### src/dual_sar_defines.vh
/*
 constants for the dual simultaneous-sampling converter control block.
 assumes a 25 MHz system clock; included by its bare name.
*/
`ifndef DUAL_SAR_DEFINES_VH
`define DUAL_SAR_DEFINES_VH
`define CLK_PERIOD_NS 40
`define CONV_FAST_NS 5200
`define CONV_SLEEP_NS 10000
`define ACQ_NS 500
`define CONV_FAST_CYC ((`CONV_FAST_NS + `CLK_PERIOD_NS - 1) / `CLK_PERIOD_NS)
`define CONV_SLEEP_CYC ((`CONV_SLEEP_NS + `CLK_PERIOD_NS - 1) / `CLK_PERIOD_NS)
`define ACQ_CYC ((`ACQ_NS + `CLK_PERIOD_NS - 1) / `CLK_PERIOD_NS)
`define RESULT_W 14
`define CNT_W 9
`endif

### src/dual_sar_adc_conversion_readout.v
/*
 conversion control and parallel readout for a dual simultaneous-sampling
 14-bit converter. assumes all pins are synchronous to clk; analog inputs
 arrive as digital sample words (unsigned, offset-binary scale).
*/
// Operation
// - convert-start falling edge holds both samples and starts both converters
// - both results are stored on the same clock edge that drops busy
// - first read gives input 1, second read gives input 2
// - pair-select level at start picks channel A (low) or B (high)
// - results leave on a 14-bit bus qualified by chip-select and read
// - conversion lasts 5.2 us fast, 10 us in auto-sleep
// - auto-sleep mode sleeps once the acquisition after conversion counts out; fast mode stays powered
// - track-and-holds return to track at conversion end
// - acquisition interval is 0.5 us
// - conversion timed internally, no host clock
// - busy rises on start edge, stays high until done
// - bus enabled and read taken only while read and chip-select low
// - twos complement for bipolar variants, straight binary for unipolar
`default_nettype none
`include "dual_sar_defines.vh"
module dual_sar_adc_conversion_readout #(
   parameter W = `RESULT_W,
   parameter BIPOLAR = 1
) (
   input wire clk,
   input wire reset,
   input wire convert_start_n,
   input wire pair_select,
   input wire autoSleep,
   input wire chipSelect_n,
   input wire read_n,
   input wire [W-1:0] chan_a_input_1,
   input wire [W-1:0] chan_a_input_2,
   input wire [W-1:0] chan_b_input_1,
   input wire [W-1:0] chan_b_input_2,
   output reg busy_q,
   output reg [W-1:0] resultBusOut_q,
   output reg resultBusOe_n_q,
   output reg tracking_q,
   output reg acquired_q,
   output reg asleep_q
);
   localparam [2:0] ST_IDLE = 3'b001;
   localparam [2:0] ST_CONV = 3'b010;
   localparam [2:0] ST_ACQ = 3'b100;
   localparam integer FAST_N = `CONV_FAST_CYC;
   localparam integer SLEEP_N = `CONV_SLEEP_CYC;
   localparam integer ACQ_N = `ACQ_CYC;
   // each conversion is spread over W+1 divider periods, W of them deciding bits
   localparam integer FAST_STEP_N = FAST_N / (W + 1);
   localparam integer SLEEP_STEP_N = SLEEP_N / (W + 1);
   localparam [`CNT_W-1:0] FAST_CYC = FAST_N[`CNT_W-1:0];
   localparam [`CNT_W-1:0] SLEEP_CYC = SLEEP_N[`CNT_W-1:0];
   localparam [`CNT_W-1:0] ACQ_CYC = ACQ_N[`CNT_W-1:0];
   localparam [`CNT_W-1:0] FAST_STEP = FAST_STEP_N[`CNT_W-1:0];
   localparam [`CNT_W-1:0] SLEEP_STEP = SLEEP_STEP_N[`CNT_W-1:0];
   reg [2:0] state_q;
   reg [`CNT_W-1:0] count_q;
   reg [`CNT_W-1:0] stepEvery_q;
   reg [`CNT_W-1:0] stepCnt_q;
   reg convPrev_q;
   reg sleepMode_q;
   reg [W-1:0] held1_q;
   reg [W-1:0] held2_q;
   reg [W-1:0] result1_q;
   reg [W-1:0] result2_q;
   reg readSecond_q;
   reg readPrev_q;
   wire startEdge;
   wire readActive;
   wire step;
   wire [W-1:0] code1;
   wire [W-1:0] code2;
   wire [`CNT_W-1:0] convLen;
   wire [`CNT_W-1:0] stepLen;
   wire convDone;
   wire acqDone;
   assign startEdge = convPrev_q & ~convert_start_n & ~busy_q;
   assign readActive = ~read_n & ~chipSelect_n;
   assign step = (state_q == ST_CONV) && (stepCnt_q == {`CNT_W{1'b0}});
   // total length and step spacing by mode
   assign convLen = autoSleep ? SLEEP_CYC : FAST_CYC;
   assign stepLen = autoSleep ? SLEEP_STEP : FAST_STEP;
   assign convDone = (state_q == ST_CONV) && (count_q == {`CNT_W{1'b0}});
   assign acqDone = (state_q == ST_ACQ) && (count_q == {`CNT_W{1'b0}});
   // converters stepped from an internal divider
   // bipolar coding flips the msb inside each converter
   sar_channel #(.W(W)) conv1 (
      .clk(clk),
      .reset(reset),
      .start(startEdge),
      .step(step),
      .heldSample(held1_q),
      .twosComp(BIPOLAR != 0),
      .code_q(code1)
   );
   sar_channel #(.W(W)) conv2 (
      .clk(clk),
      .reset(reset),
      .start(startEdge),
      .step(step),
      .heldSample(held2_q),
      .twosComp(BIPOLAR != 0),
      .code_q(code2)
   );
   // edge register idles high like the pin, so reset makes no false edge
   always @(posedge clk) begin
      if (reset) begin
         convPrev_q <= 1'b1;
      end else begin
         convPrev_q <= convert_start_n;
      end
   end
   // sequencer: idle, converting, acquiring
   always @(posedge clk) begin
      if (reset) begin
         state_q <= ST_IDLE;
         count_q <= {`CNT_W{1'b0}};
      end else begin
         case (state_q)
            ST_IDLE: begin
               if (startEdge) begin
                  count_q <= convLen - 1'b1;
                  state_q <= ST_CONV;
               end
            end
            ST_CONV: begin
               if (convDone) begin
                  count_q <= ACQ_CYC - 1'b1;
                  state_q <= ST_ACQ;
               end else begin
                  count_q <= count_q - 1'b1;
               end
            end
            ST_ACQ: begin
               // an early start is taken; settling before it is the host's duty
               if (startEdge) begin
                  count_q <= convLen - 1'b1;
                  state_q <= ST_CONV;
               end else if (acqDone) begin
                  state_q <= ST_IDLE;
               end else begin
                  count_q <= count_q - 1'b1;
               end
            end
            default: begin
               state_q <= ST_IDLE;
            end
         endcase
      end
   end
   // bit steps from an internal divider
   always @(posedge clk) begin
      if (reset) begin
         stepEvery_q <= {`CNT_W{1'b0}};
         stepCnt_q <= {`CNT_W{1'b0}};
      end else if (startEdge) begin
         stepEvery_q <= stepLen;
         stepCnt_q <= stepLen;
      end else if (state_q == ST_CONV) begin
         stepCnt_q <= step ? stepEvery_q : stepCnt_q - 1'b1;
      end
   end
   // pair chosen by level at start
   always @(posedge clk) begin
      if (reset) begin
         held1_q <= {W{1'b0}};
         held2_q <= {W{1'b0}};
         sleepMode_q <= 1'b0;
      end else if (startEdge) begin
         held1_q <= pair_select ? chan_b_input_1 : chan_a_input_1;
         held2_q <= pair_select ? chan_b_input_2 : chan_a_input_2;
         sleepMode_q <= autoSleep;
      end
   end
   always @(posedge clk) begin
      if (reset) begin
         result1_q <= {W{1'b0}};
         result2_q <= {W{1'b0}};
      end else if (convDone) begin
         result1_q <= code1;
         result2_q <= code2;
      end
   end
   // status flags; a start in the cycle acquisition ends wins, as it begins new work
   always @(posedge clk) begin
      if (reset) begin
         busy_q <= 1'b0;
         tracking_q <= 1'b1;
         acquired_q <= 1'b1;
         asleep_q <= 1'b0;
      end else if (startEdge) begin
         busy_q <= 1'b1;
         tracking_q <= 1'b0;
         acquired_q <= 1'b0;
         asleep_q <= 1'b0;
      end else if (convDone) begin
         busy_q <= 1'b0;
         tracking_q <= 1'b1;
      end else if (acqDone) begin
         acquired_q <= 1'b1;
         asleep_q <= sleepMode_q;
      end
   end
   // readout: pointer advances on the rising edge that ends each read
   always @(posedge clk) begin
      if (reset) begin
         readSecond_q <= 1'b0;
         readPrev_q <= 1'b0;
         resultBusOut_q <= {W{1'b0}};
         resultBusOe_n_q <= 1'b1;
      end else begin
         readPrev_q <= readActive;
         // pointer back to input 1 at start
         if (startEdge) begin
            readSecond_q <= 1'b0;
         end else if (readPrev_q && !readActive) begin
            readSecond_q <= ~readSecond_q;
         end
         // read order selects result; drive 14-bit bus
         resultBusOut_q <= readSecond_q ? result2_q : result1_q;
         // bus released when either strobe high
         resultBusOe_n_q <= ~readActive;
      end
   end
endmodule
`default_nettype wire

### src/sar_channel.v
/*
 one successive-approximation converter: binary search against a digital
 stand-in of the held sample, one bit per step. assumes start is a pulse.
*/
`default_nettype none
module sar_channel #(
   parameter W = 14
) (
   input wire clk,
   input wire reset,
   input wire start,
   input wire step,
   input wire [W-1:0] heldSample,
   input wire twosComp,
   output reg [W-1:0] code_q
);
   reg [W-1:0] trial_q;
   reg [W-1:0] bitMask_q;
   wire [W-1:0] trialBits;
   assign trialBits = trial_q | bitMask_q;
   always @(posedge clk) begin
      if (reset) begin
         trial_q <= {W{1'b0}};
         bitMask_q <= {W{1'b0}};
         code_q <= {W{1'b0}};
      end else if (start) begin
         trial_q <= {W{1'b0}};
         bitMask_q <= {1'b1, {(W-1){1'b0}}};
      end else if (step && (bitMask_q != {W{1'b0}})) begin
         if (trialBits <= heldSample) begin
            trial_q <= trialBits;
         end
         bitMask_q <= bitMask_q >> 1;
         // result latched at the final bit; offset binary flips msb for bipolar
         if (bitMask_q[0]) begin
            code_q <= (trialBits <= heldSample) ? trialBits : trial_q;
            if (twosComp) begin
               code_q[W-1] <= ~((trialBits <= heldSample) ? trialBits[W-1] : trial_q[W-1]);
            end
         end
      end
   end
endmodule
`default_nettype wire

### config.mk
export PLATFORM = sky130hd
export DESIGN_NAME = dual_sar_adc_conversion_readout
export DESIGN_NICKNAME = d
export VERILOG_FILES = /design/src/dual_sar_adc_conversion_readout.v /design/src/sar_channel.v
export VERILOG_INCLUDE_DIRS = /design/src
export SDC_FILE = /design/constraint.sdc
export NUM_CORES = 1
export LEC_CHECK = 0
export BUFFER_PORTS_ARGS = -buffer_cell sky130_fd_sc_hd__buf_2
export CORE_AREA = 2 2 118 131
export CTS_CLUSTER_DIAMETER = 150
export DETAILED_ROUTE_END_ITERATION = 16
export DIE_AREA = 0 0 120 133
export MAX_ROUTING_LAYER = met4
export PLACE_DENSITY_LB_ADDON = 0.3
export SLEW_MARGIN = 20
export SYNTH_ARGS = -nofsm -noshare
export SYNTH_HDL_FRONTEND = slang
export SYNTH_SLANG_ARGS = --single-unit
### constraint.sdc
create_clock -name clk -period 2.6 [get_ports clk]
set_input_delay 0.52 -clock clk [delete_from_list [all_inputs] [get_ports clk]]
set_output_delay 0.52 -clock clk [all_outputs]
set_load 0.005 [all_outputs]
# Yosys cells after proc, flatten, opt, wreduce, memory -nomap -nowiden
# Cells that the tools add are included.
# classes
mux	33
bitwise_logic	15
addsub	3
n_eq_ne	8
magnitude_cmp	2
reduce_logical	26
# ops
op	n
14-bit 2-to-1 mux	7
9-bit 2-to-1 mux	7
14-bit <= comparator	2
14-bit OR	2
14-bit nonzero test	2
9-bit one-hot mux with 3 select lines	1
13-bit 2-to-1 mux	2
9-bit zero test	2
9-bit by 1-bit subtractor with 9-bit output, second input constant	2
3-bit 2-to-1 mux	4
3-bit AND reduction	4
1-bit NOT	10
2-bit nonzero test	5
1-bit 2-to-1 mux	9
3-bit one-hot mux with 3 select lines	1
8-bit by 1-bit subtractor with 9-bit output, second input constant	1
2-bit AND reduction	4
7-bit 2-to-1 mux	1
1-bit logical AND	6
3-bit by 2-bit != test with 1-bit output, second input constant	2
5-bit 2-to-1 mux	1
2-bit by 1-bit != test with 1-bit output, second input constant	2
1-bit bitwise AND	3
3-bit by 1-bit == test with 1-bit output, second input constant	1
6 further kinds	6
# totals
wordCells	115
out_inout_bits	19
inputBits	63
register_bits	193

# Longest topological paths before layout
# logic_depth
word_depth	5
mapped_depth	9
depth_no_buf	7

# Hierarchy
# Synthesis repeated with hierarchy kept, for this count alone.
# hier_totals
hier_cells	929
area_unflattened_um2	8351.8
# modules_own_cells
mod	n_inst	seq_area_each_um2	area_per_inst_um2	cells_each
dual_sar_adc_conversion_readout	1	2021.9	4371.7	490
sar_channel (conv2)	1	840.8	2013.2	218
sar_channel (conv1)	1	840.8	1966.9	221

# Worst setup path after synthesis
# No wires, ideal clock.
# synth_path
path_type	reg-to-reg
start	register conv2.bitMask_q[4]
end	register conv2.code_q[13]
arrival_ns	2.266
setup_ns	0.133
n_path_buf	1
period_less_slack_ns	2.399
required_ns	2.467
slack_ns	0.201
path_stages_with_launch	9
cell_sequence	dfxtp_1 -> or2_2 -> ha_1 -> a21oi_1 -> a21boi_0 -> o31a_1 -> o41ai_2 -> buf_2 -> o221ai_1
# synth_between
elab_chain_len	4
elab_cells_between_ends	7
cone_classes	1 x order compare; 1 x mux; 2 x bitwise; 3 x reduce/logical
# synth_lines
element	line_no	text
from (decl)	sar_channel.v:18	reg [W-1:0] bitMask_q;
from (signal assigned)	sar_channel.v:24	bitMask_q <= {W{1'b0}};
from (signal assigned)	sar_channel.v:28	bitMask_q <= {1'b1, {(W-1){1'b0}}};
from (signal assigned)	sar_channel.v:33	bitMask_q <= bitMask_q >> 1;
14-bit OR	sar_channel.v:20	assign trialBits = trial_q | bitMask_q;
14-bit <= comparator	sar_channel.v:38	code_q[W-1] <= ~((trialBits <= heldSample) ? trialBits[W-1] : trial_q[W-1]);
1-bit 2-to-1 mux	sar_channel.v:38	
1-bit NOT	sar_channel.v:38	
to (signal assigned)	sar_channel.v:25	code_q <= {W{1'b0}};
to (signal assigned)	sar_channel.v:36	code_q <= (trialBits <= heldSample) ? trialBits : trial_q;
to (signal, indexed assignment)	sar_channel.v:38	
to (decl)	sar_channel.v:15	output reg [W-1:0] code_q
# Parallel ways exist; a longest one is shown, timed or not.
# A chain may end at the register's enable or synchronous reset.

# Worst setup path in the final report
# layout_path
start	register conv2.bitMask_q[4]
end	register conv2.code_q[0]
# layout_between
elab_chain_len	3
elab_cells_between_ends	6
cone_classes	1 x order compare; 1 x mux; 1 x bitwise; 3 x reduce/logical
# layout_lines
element	line_no
14-bit OR or 14-bit nonzero test (tied branches)	sar_channel.v:20, sar_channel.v:29
14-bit <= comparator or 1-bit logical AND (tied branches)	sar_channel.v:36, sar_channel.v:29
13-bit 2-to-1 mux or 3-bit AND reduction (tied branches)	n/a
# Parallel ways exist; a longest one is shown, timed or not.

==> metrics.txt <==
# TYPE chip_impl_metric gauge
chip_impl_metric{name="detail_route.wirelength",unit="um"} 19100
chip_impl_metric{name="fin_max_slew_vios",unit=""} 0
chip_impl_metric{name="globalplace.congestion",unit=""} 0.868
chip_impl_metric{name="worst_r2r_path_depth",unit=""} 7
chip_impl_info{name="hold_class",value="in -> reg"} 1
chip_impl_metric{name="critical_path_arrival",unit="ps"} 2820
chip_impl_metric{name="asyncSetResetFlopFracSynth",unit="%"} 0
chip_impl_info{name="timing_worst_setup_path_type",value="reg -> reg"} 1
chip_impl_metric{name="number_of_hold_violations_in_the_final_report",unit=""} 0
chip_impl_metric{name="post_synth_instance_area",unit="mm^2"} 0.00850
chip_impl_metric{name="final_util",unit="%"} 66.4
chip_impl_metric{name="cts-root-to-sink-buffers",unit=""} 2
chip_impl_metric{name="routed_vias",unit=""} 7018
chip_impl_metric{name="tritoncts_num_sinks",unit=""} 185
chip_impl_metric{name="ys_ff_latch",unit=""} 185
chip_impl_info{name="timing.hold.worst_endpoint",value="readPrev_q"} 1
chip_impl_metric{name="ant_nets",unit=""} 0
chip_impl_metric{name="die_w",unit="um"} 120
chip_impl_metric{name="synth_edf_count",unit=""} 0
chip_impl_info{name="rr_endpoint",value="conv2.code_q[0]"} 1
chip_impl_info{name="cp_cell_sequence",value="or2_2 -> ha_1 -> a21oi_1 -> a21boi_0 -> o31a_1 -> o41a_4 -> a311oi_2"} 1
chip_impl_metric{name="drc_errors",unit=""} 0
chip_impl_metric{name="syn_inst",unit=""} 951
chip_impl_info{name="cell_types_occupying_the_most_area_after_synthesis",value="sky130_fd_sc_hd__dfxtp_1 44%, sky130_fd_sc_hd__mux2i_1 9.2%, sky130_fd_sc_hd__nand2_1 4.6%"} 1
chip_impl_metric{name="yosys_warnings",unit=""} 0
chip_impl_metric{name="synthesis.nets",unit=""} 1044
chip_impl_metric{name="io_pins",unit=""} 82
chip_impl_metric{name="grt_antenna_before_repair",unit=""} 0
chip_impl_metric{name="fillerInstances",unit=""} 1270
chip_impl_metric{name="timing.critical_path.fanout_max",unit=""} 13
chip_impl_metric{name="placement.io_buffers",unit=""} 81
chip_impl_info{name="synthDominantAreaCellType",value="sky130_fd_sc_hd__dfxtp_1"} 1
chip_impl_metric{name="floorplan.die.height",unit="um"} 133
chip_impl_metric{name="worst_slack",unit="ps"} 117
chip_impl_metric{name="clock_tree.htree_level_count",unit=""} 4
chip_impl_metric{name="drt-vias-per-instance",unit=""} 5.69
chip_impl_metric{name="max_freq",unit="GHz"} 0.403
chip_impl_metric{name="post_route_cells_drive_above_1_share",unit="%"} 18.7
chip_impl_metric{name="slowest_delay",unit="ps"} 560
chip_impl_metric{name="post_synth.cell_area_avg",unit="um^2"} 8.94
chip_impl_metric{name="clock_transition_time_at_the_flip_flop_clock_pins_of_the_worst_setup_and_hold_paths",unit="ps"} 70
chip_impl_metric{name="ir_drop",unit="mV"} 0.448
chip_impl_metric{name="track_usage",unit="%"} 25.5
chip_impl_metric{name="dp.cells",unit=""} 1202
chip_impl_info{name="start_kind",value="flop"} 1
chip_impl_metric{name="whs_path_depth",unit=""} 2
chip_impl_metric{name="postCtsSetupBuffers",unit=""} 0
chip_impl_metric{name="rrSetupSlack",unit="ps"} 120
chip_impl_metric{name="power_density",unit="mW/mm^2"} 625
chip_impl_metric{name="layout_worst_path_cycle_share",unit="%"} 95.5
chip_impl_metric{name="finalNonFillerCells",unit=""} 1234
chip_impl_metric{name="antenna-diode-count",unit=""} 0
chip_impl_info{name="root_buffer",value="sky130_fd_sc_hd__clkbuf_16"} 1
chip_impl_metric{name="rows",unit=""} 47
chip_impl_metric{name="num-nets-final",unit=""} 1118
chip_impl_info{name="worst_path_max_delay_cell",value="sky130_fd_sc_hd__o41a_4"} 1
chip_impl_metric{name="maxCapViolCount",unit=""} 0
chip_impl_info{name="tritoncts",value="done"} 1
chip_impl_metric{name="multi_input_comb_area",unit="mm^2"} 0.00441
chip_impl_metric{name="max_slew_margin",unit="%"} 41.4
chip_impl_metric{name="seq_area_frac_synth",unit="%"} 43.6
chip_impl_info{name="kind_of_capture_point_of_the_worst_setup_path",value="flop"} 1
chip_impl_metric{name="power.leakage",unit="uW"} 0.00389
chip_impl_metric{name="insertion_delay",unit="ps"} 430
chip_impl_metric{name="finalPower",unit="uW"} 6120
chip_impl_metric{name="routed_length_per_instance",unit="um"} 15.5
chip_impl_info{name="ys_dominant_reg_cell",value="sky130_fd_sc_hd__dfxtp_1"} 1
chip_impl_metric{name="first_global_vias",unit=""} 6664
chip_impl_metric{name="drtPass1Iterations",unit=""} 5
chip_impl_metric{name="synth_largest_type_area_fraction",unit="%"} 43.6
chip_impl_metric{name="post_route_clock_skew",unit="ps"} 9.03
chip_impl_metric{name="finalCriticalPeriod",unit="ps"} 2480
chip_impl_metric{name="flow.area_growth_from_synthesis",unit="%"} 15.3
chip_impl_metric{name="final.setup.tns",unit="ps"} 0
chip_impl_metric{name="drtIter0Drc",unit=""} 628
chip_impl_metric{name="grt_start_max_net_pins",unit=""} 61
chip_impl_metric{name="initial_core_util",unit="%"} 57.6
chip_impl_metric{name="placeableCoreArea",unit="mm^2"} 0.0148
chip_impl_metric{name="cts_inserted_buffers",unit=""} 17
chip_impl_metric{name="place.detailed.hpwl",unit="um"} 13300
chip_impl_metric{name="synth.distinct_cells",unit=""} 63
chip_impl_metric{name="die-area",unit="mm^2"} 0.0160
chip_impl_metric{name="postCtsHoldBufs",unit=""} 0
chip_impl_info{name="critical_path.reg2reg.startpoint",value="conv2.bitMask_q[4]"} 1
chip_impl_metric{name="overflow",unit=""} 0
chip_impl_metric{name="dpl_worst_slack",unit="ps"} 7.03
chip_impl_metric{name="first_pass_grt_wire_length",unit="um"} 32300
chip_impl_metric{name="worstMarginPinSlew",unit="ps"} 878
chip_impl_info{name="status",value="complete, no violations"} 1
chip_impl_metric{name="worst_ep_required_time",unit="ps"} 2940
chip_impl_info{name="unrepaired_setup_endpoints_after_global_routing",value="false"} 1
chip_impl_metric{name="register_area",unit="mm^2"} 0.00370
chip_impl_info{name="beginning_of_the_worst_hold_path",value="read_n"} 1
chip_impl_metric{name="setup_viol",unit=""} 0
==> worst max-delay path by stage <==
stage	startpoint	end	slack, ps	depth (start not counted)
finish	conv2.bitMask_q[4]	conv2.code_q[0]	120	7
CTS	conv2.bitMask_q[4]	conv2.code_q[0]	30	7
detailed placement	conv2.bitMask_q[4]	conv2.code_q[0]	7	7
global placement	conv2.bitMask_q[4]	conv2.code_q[0]	140	7
floorplan	conv2.bitMask_q[4]	conv2.code_q[13]	200	8
global route	conv1.bitMask_q[4]	conv1.code_q[0]	20	7
==> cell usage after synthesis (4+ instances only) <==
library cell / count
sky130_fd_sc_hd__nor2_1: 91
sky130_fd_sc_hd__ha_1: 30
sky130_fd_sc_hd__nor3_1: 18
sky130_fd_sc_hd__or3_1: 4
sky130_fd_sc_hd__a21boi_0: 5
sky130_fd_sc_hd__inv_1: 36
sky130_fd_sc_hd__a31oi_1: 4
sky130_fd_sc_hd__nand4_1: 8
sky130_fd_sc_hd__xnor2_1: 4
sky130_fd_sc_hd__a211oi_1: 33
sky130_fd_sc_hd__nand3_1: 13
sky130_fd_sc_hd__a32o_1: 28
sky130_fd_sc_hd__a21o_1: 4
sky130_fd_sc_hd__nor2b_1: 25
sky130_fd_sc_hd__o21ai_1: 5
sky130_fd_sc_hd__nand3b_1: 24
sky130_fd_sc_hd__buf_1: 5
sky130_fd_sc_hd__nand2_1: 104
sky130_fd_sc_hd__nor4_1: 7
sky130_fd_sc_hd__or2_2: 28
sky130_fd_sc_hd__mux2i_1: 78
sky130_fd_sc_hd__a21oi_1: 67
sky130_fd_sc_hd__o21ai_0: 14
sky130_fd_sc_hd__clkbuf_1: 41
sky130_fd_sc_hd__nand2b_1: 9
sky130_fd_sc_hd__buf_2: 11
sky130_fd_sc_hd__buf_4: 5
sky130_fd_sc_hd__o22ai_1: 13
sky130_fd_sc_hd__dfxtp_1: 185
==> kinds of logic (layout without fill, tap and decap cells) <==
group / Yosys count / in the layout / share of synthesized area, %
xor+xnor: 6 / 6 / 0.618
mux: 78 / 78 / 9.18
simple gates: 355 / 355 / 21.3
buf+inv: 100 / 187 / 4.97
fa+ha+maj: 30 / 30 / 4.41
flops: 185 / 185 / 43.6
compound gates: 197 / 197 / 16.0
==> metal layers <==
layer / vias to the layer above / global-route usage, % / routed length (um)
li1: 3516 / - / -
met1: 3249 / 33.6 / 8920
met2: 227 / 40.2 / 8810
met3: 26 / 4.35 / 1150
met4: 0 / 7.65 / 252
met5: - / - / 0
==> critical path, delay by kind of cell, from the launching register on <==
kind,cells,cell delay (ps)
flops,1,350
compound gates,5,1420
fa+ha+maj,1,320
simple gates,1,310
==> layout make-up <==
cell class / count / share of cell area, %
clock inverters: 6 / 0.625
inverters: 36 / 1.38
repair buffers: 119 / 7.45
flip-flops and latches: 185 / 37.8
well taps: 196 / 2.50
clock buffers: 26 / 5.30
multi-input cells: 666 / 45.0
==> report_power, final <==
| part | internal, uW | leakage, uW | switching [uW] |
|---|---|---|---|
| Clock | 1470 | 0.000286 | 1060 |
| Combinational | 267 | 0.00211 | 371 |
| Sequential | 2900 | 0.00150 | 52.2 |
==> repair_timing <==
action,CTS,global route
endpoints found under the setup margin,1,2
endpoints found under the hold margin,0,0
gates resized for setup,1,3
==> metrics by stage <==
| step | hold WS, ps | cell area (um^2) |
|---|---|---|
| 2_1_floorplan | 430 | 8500 |
| 3_3_place_gp | 434 | 9200 |
| 3_5_place_dp | 438 | 9200 |
| 4_1_cts | 269 | 9790 |
| 5_1_grt | 286 | 9800 |
| 6_report | 281 | 9800 |
==> layout by cell type, fill, tap and decap left out, drive strengths merged, types with 24 or more instances in the layout <==
| cell | netlist | routed |
|---|---|---|
| dfxtp | 185 | 185 |
| buf | 23 | 119 |
| nand2 | 105 | 105 |
| nor2 | 94 | 94 |
| mux2i | 78 | 78 |
| a21oi | 67 | 67 |
| inv | 36 | 36 |
| a211oi | 33 | 33 |
| ha | 30 | 30 |
| a32o | 28 | 28 |
| or2 | 28 | 28 |
| clkbuf | 41 | 26 |
| nor2b | 25 | 25 |
| nand3b | 24 | 24 |
Power figures use the tool's default switching activity.
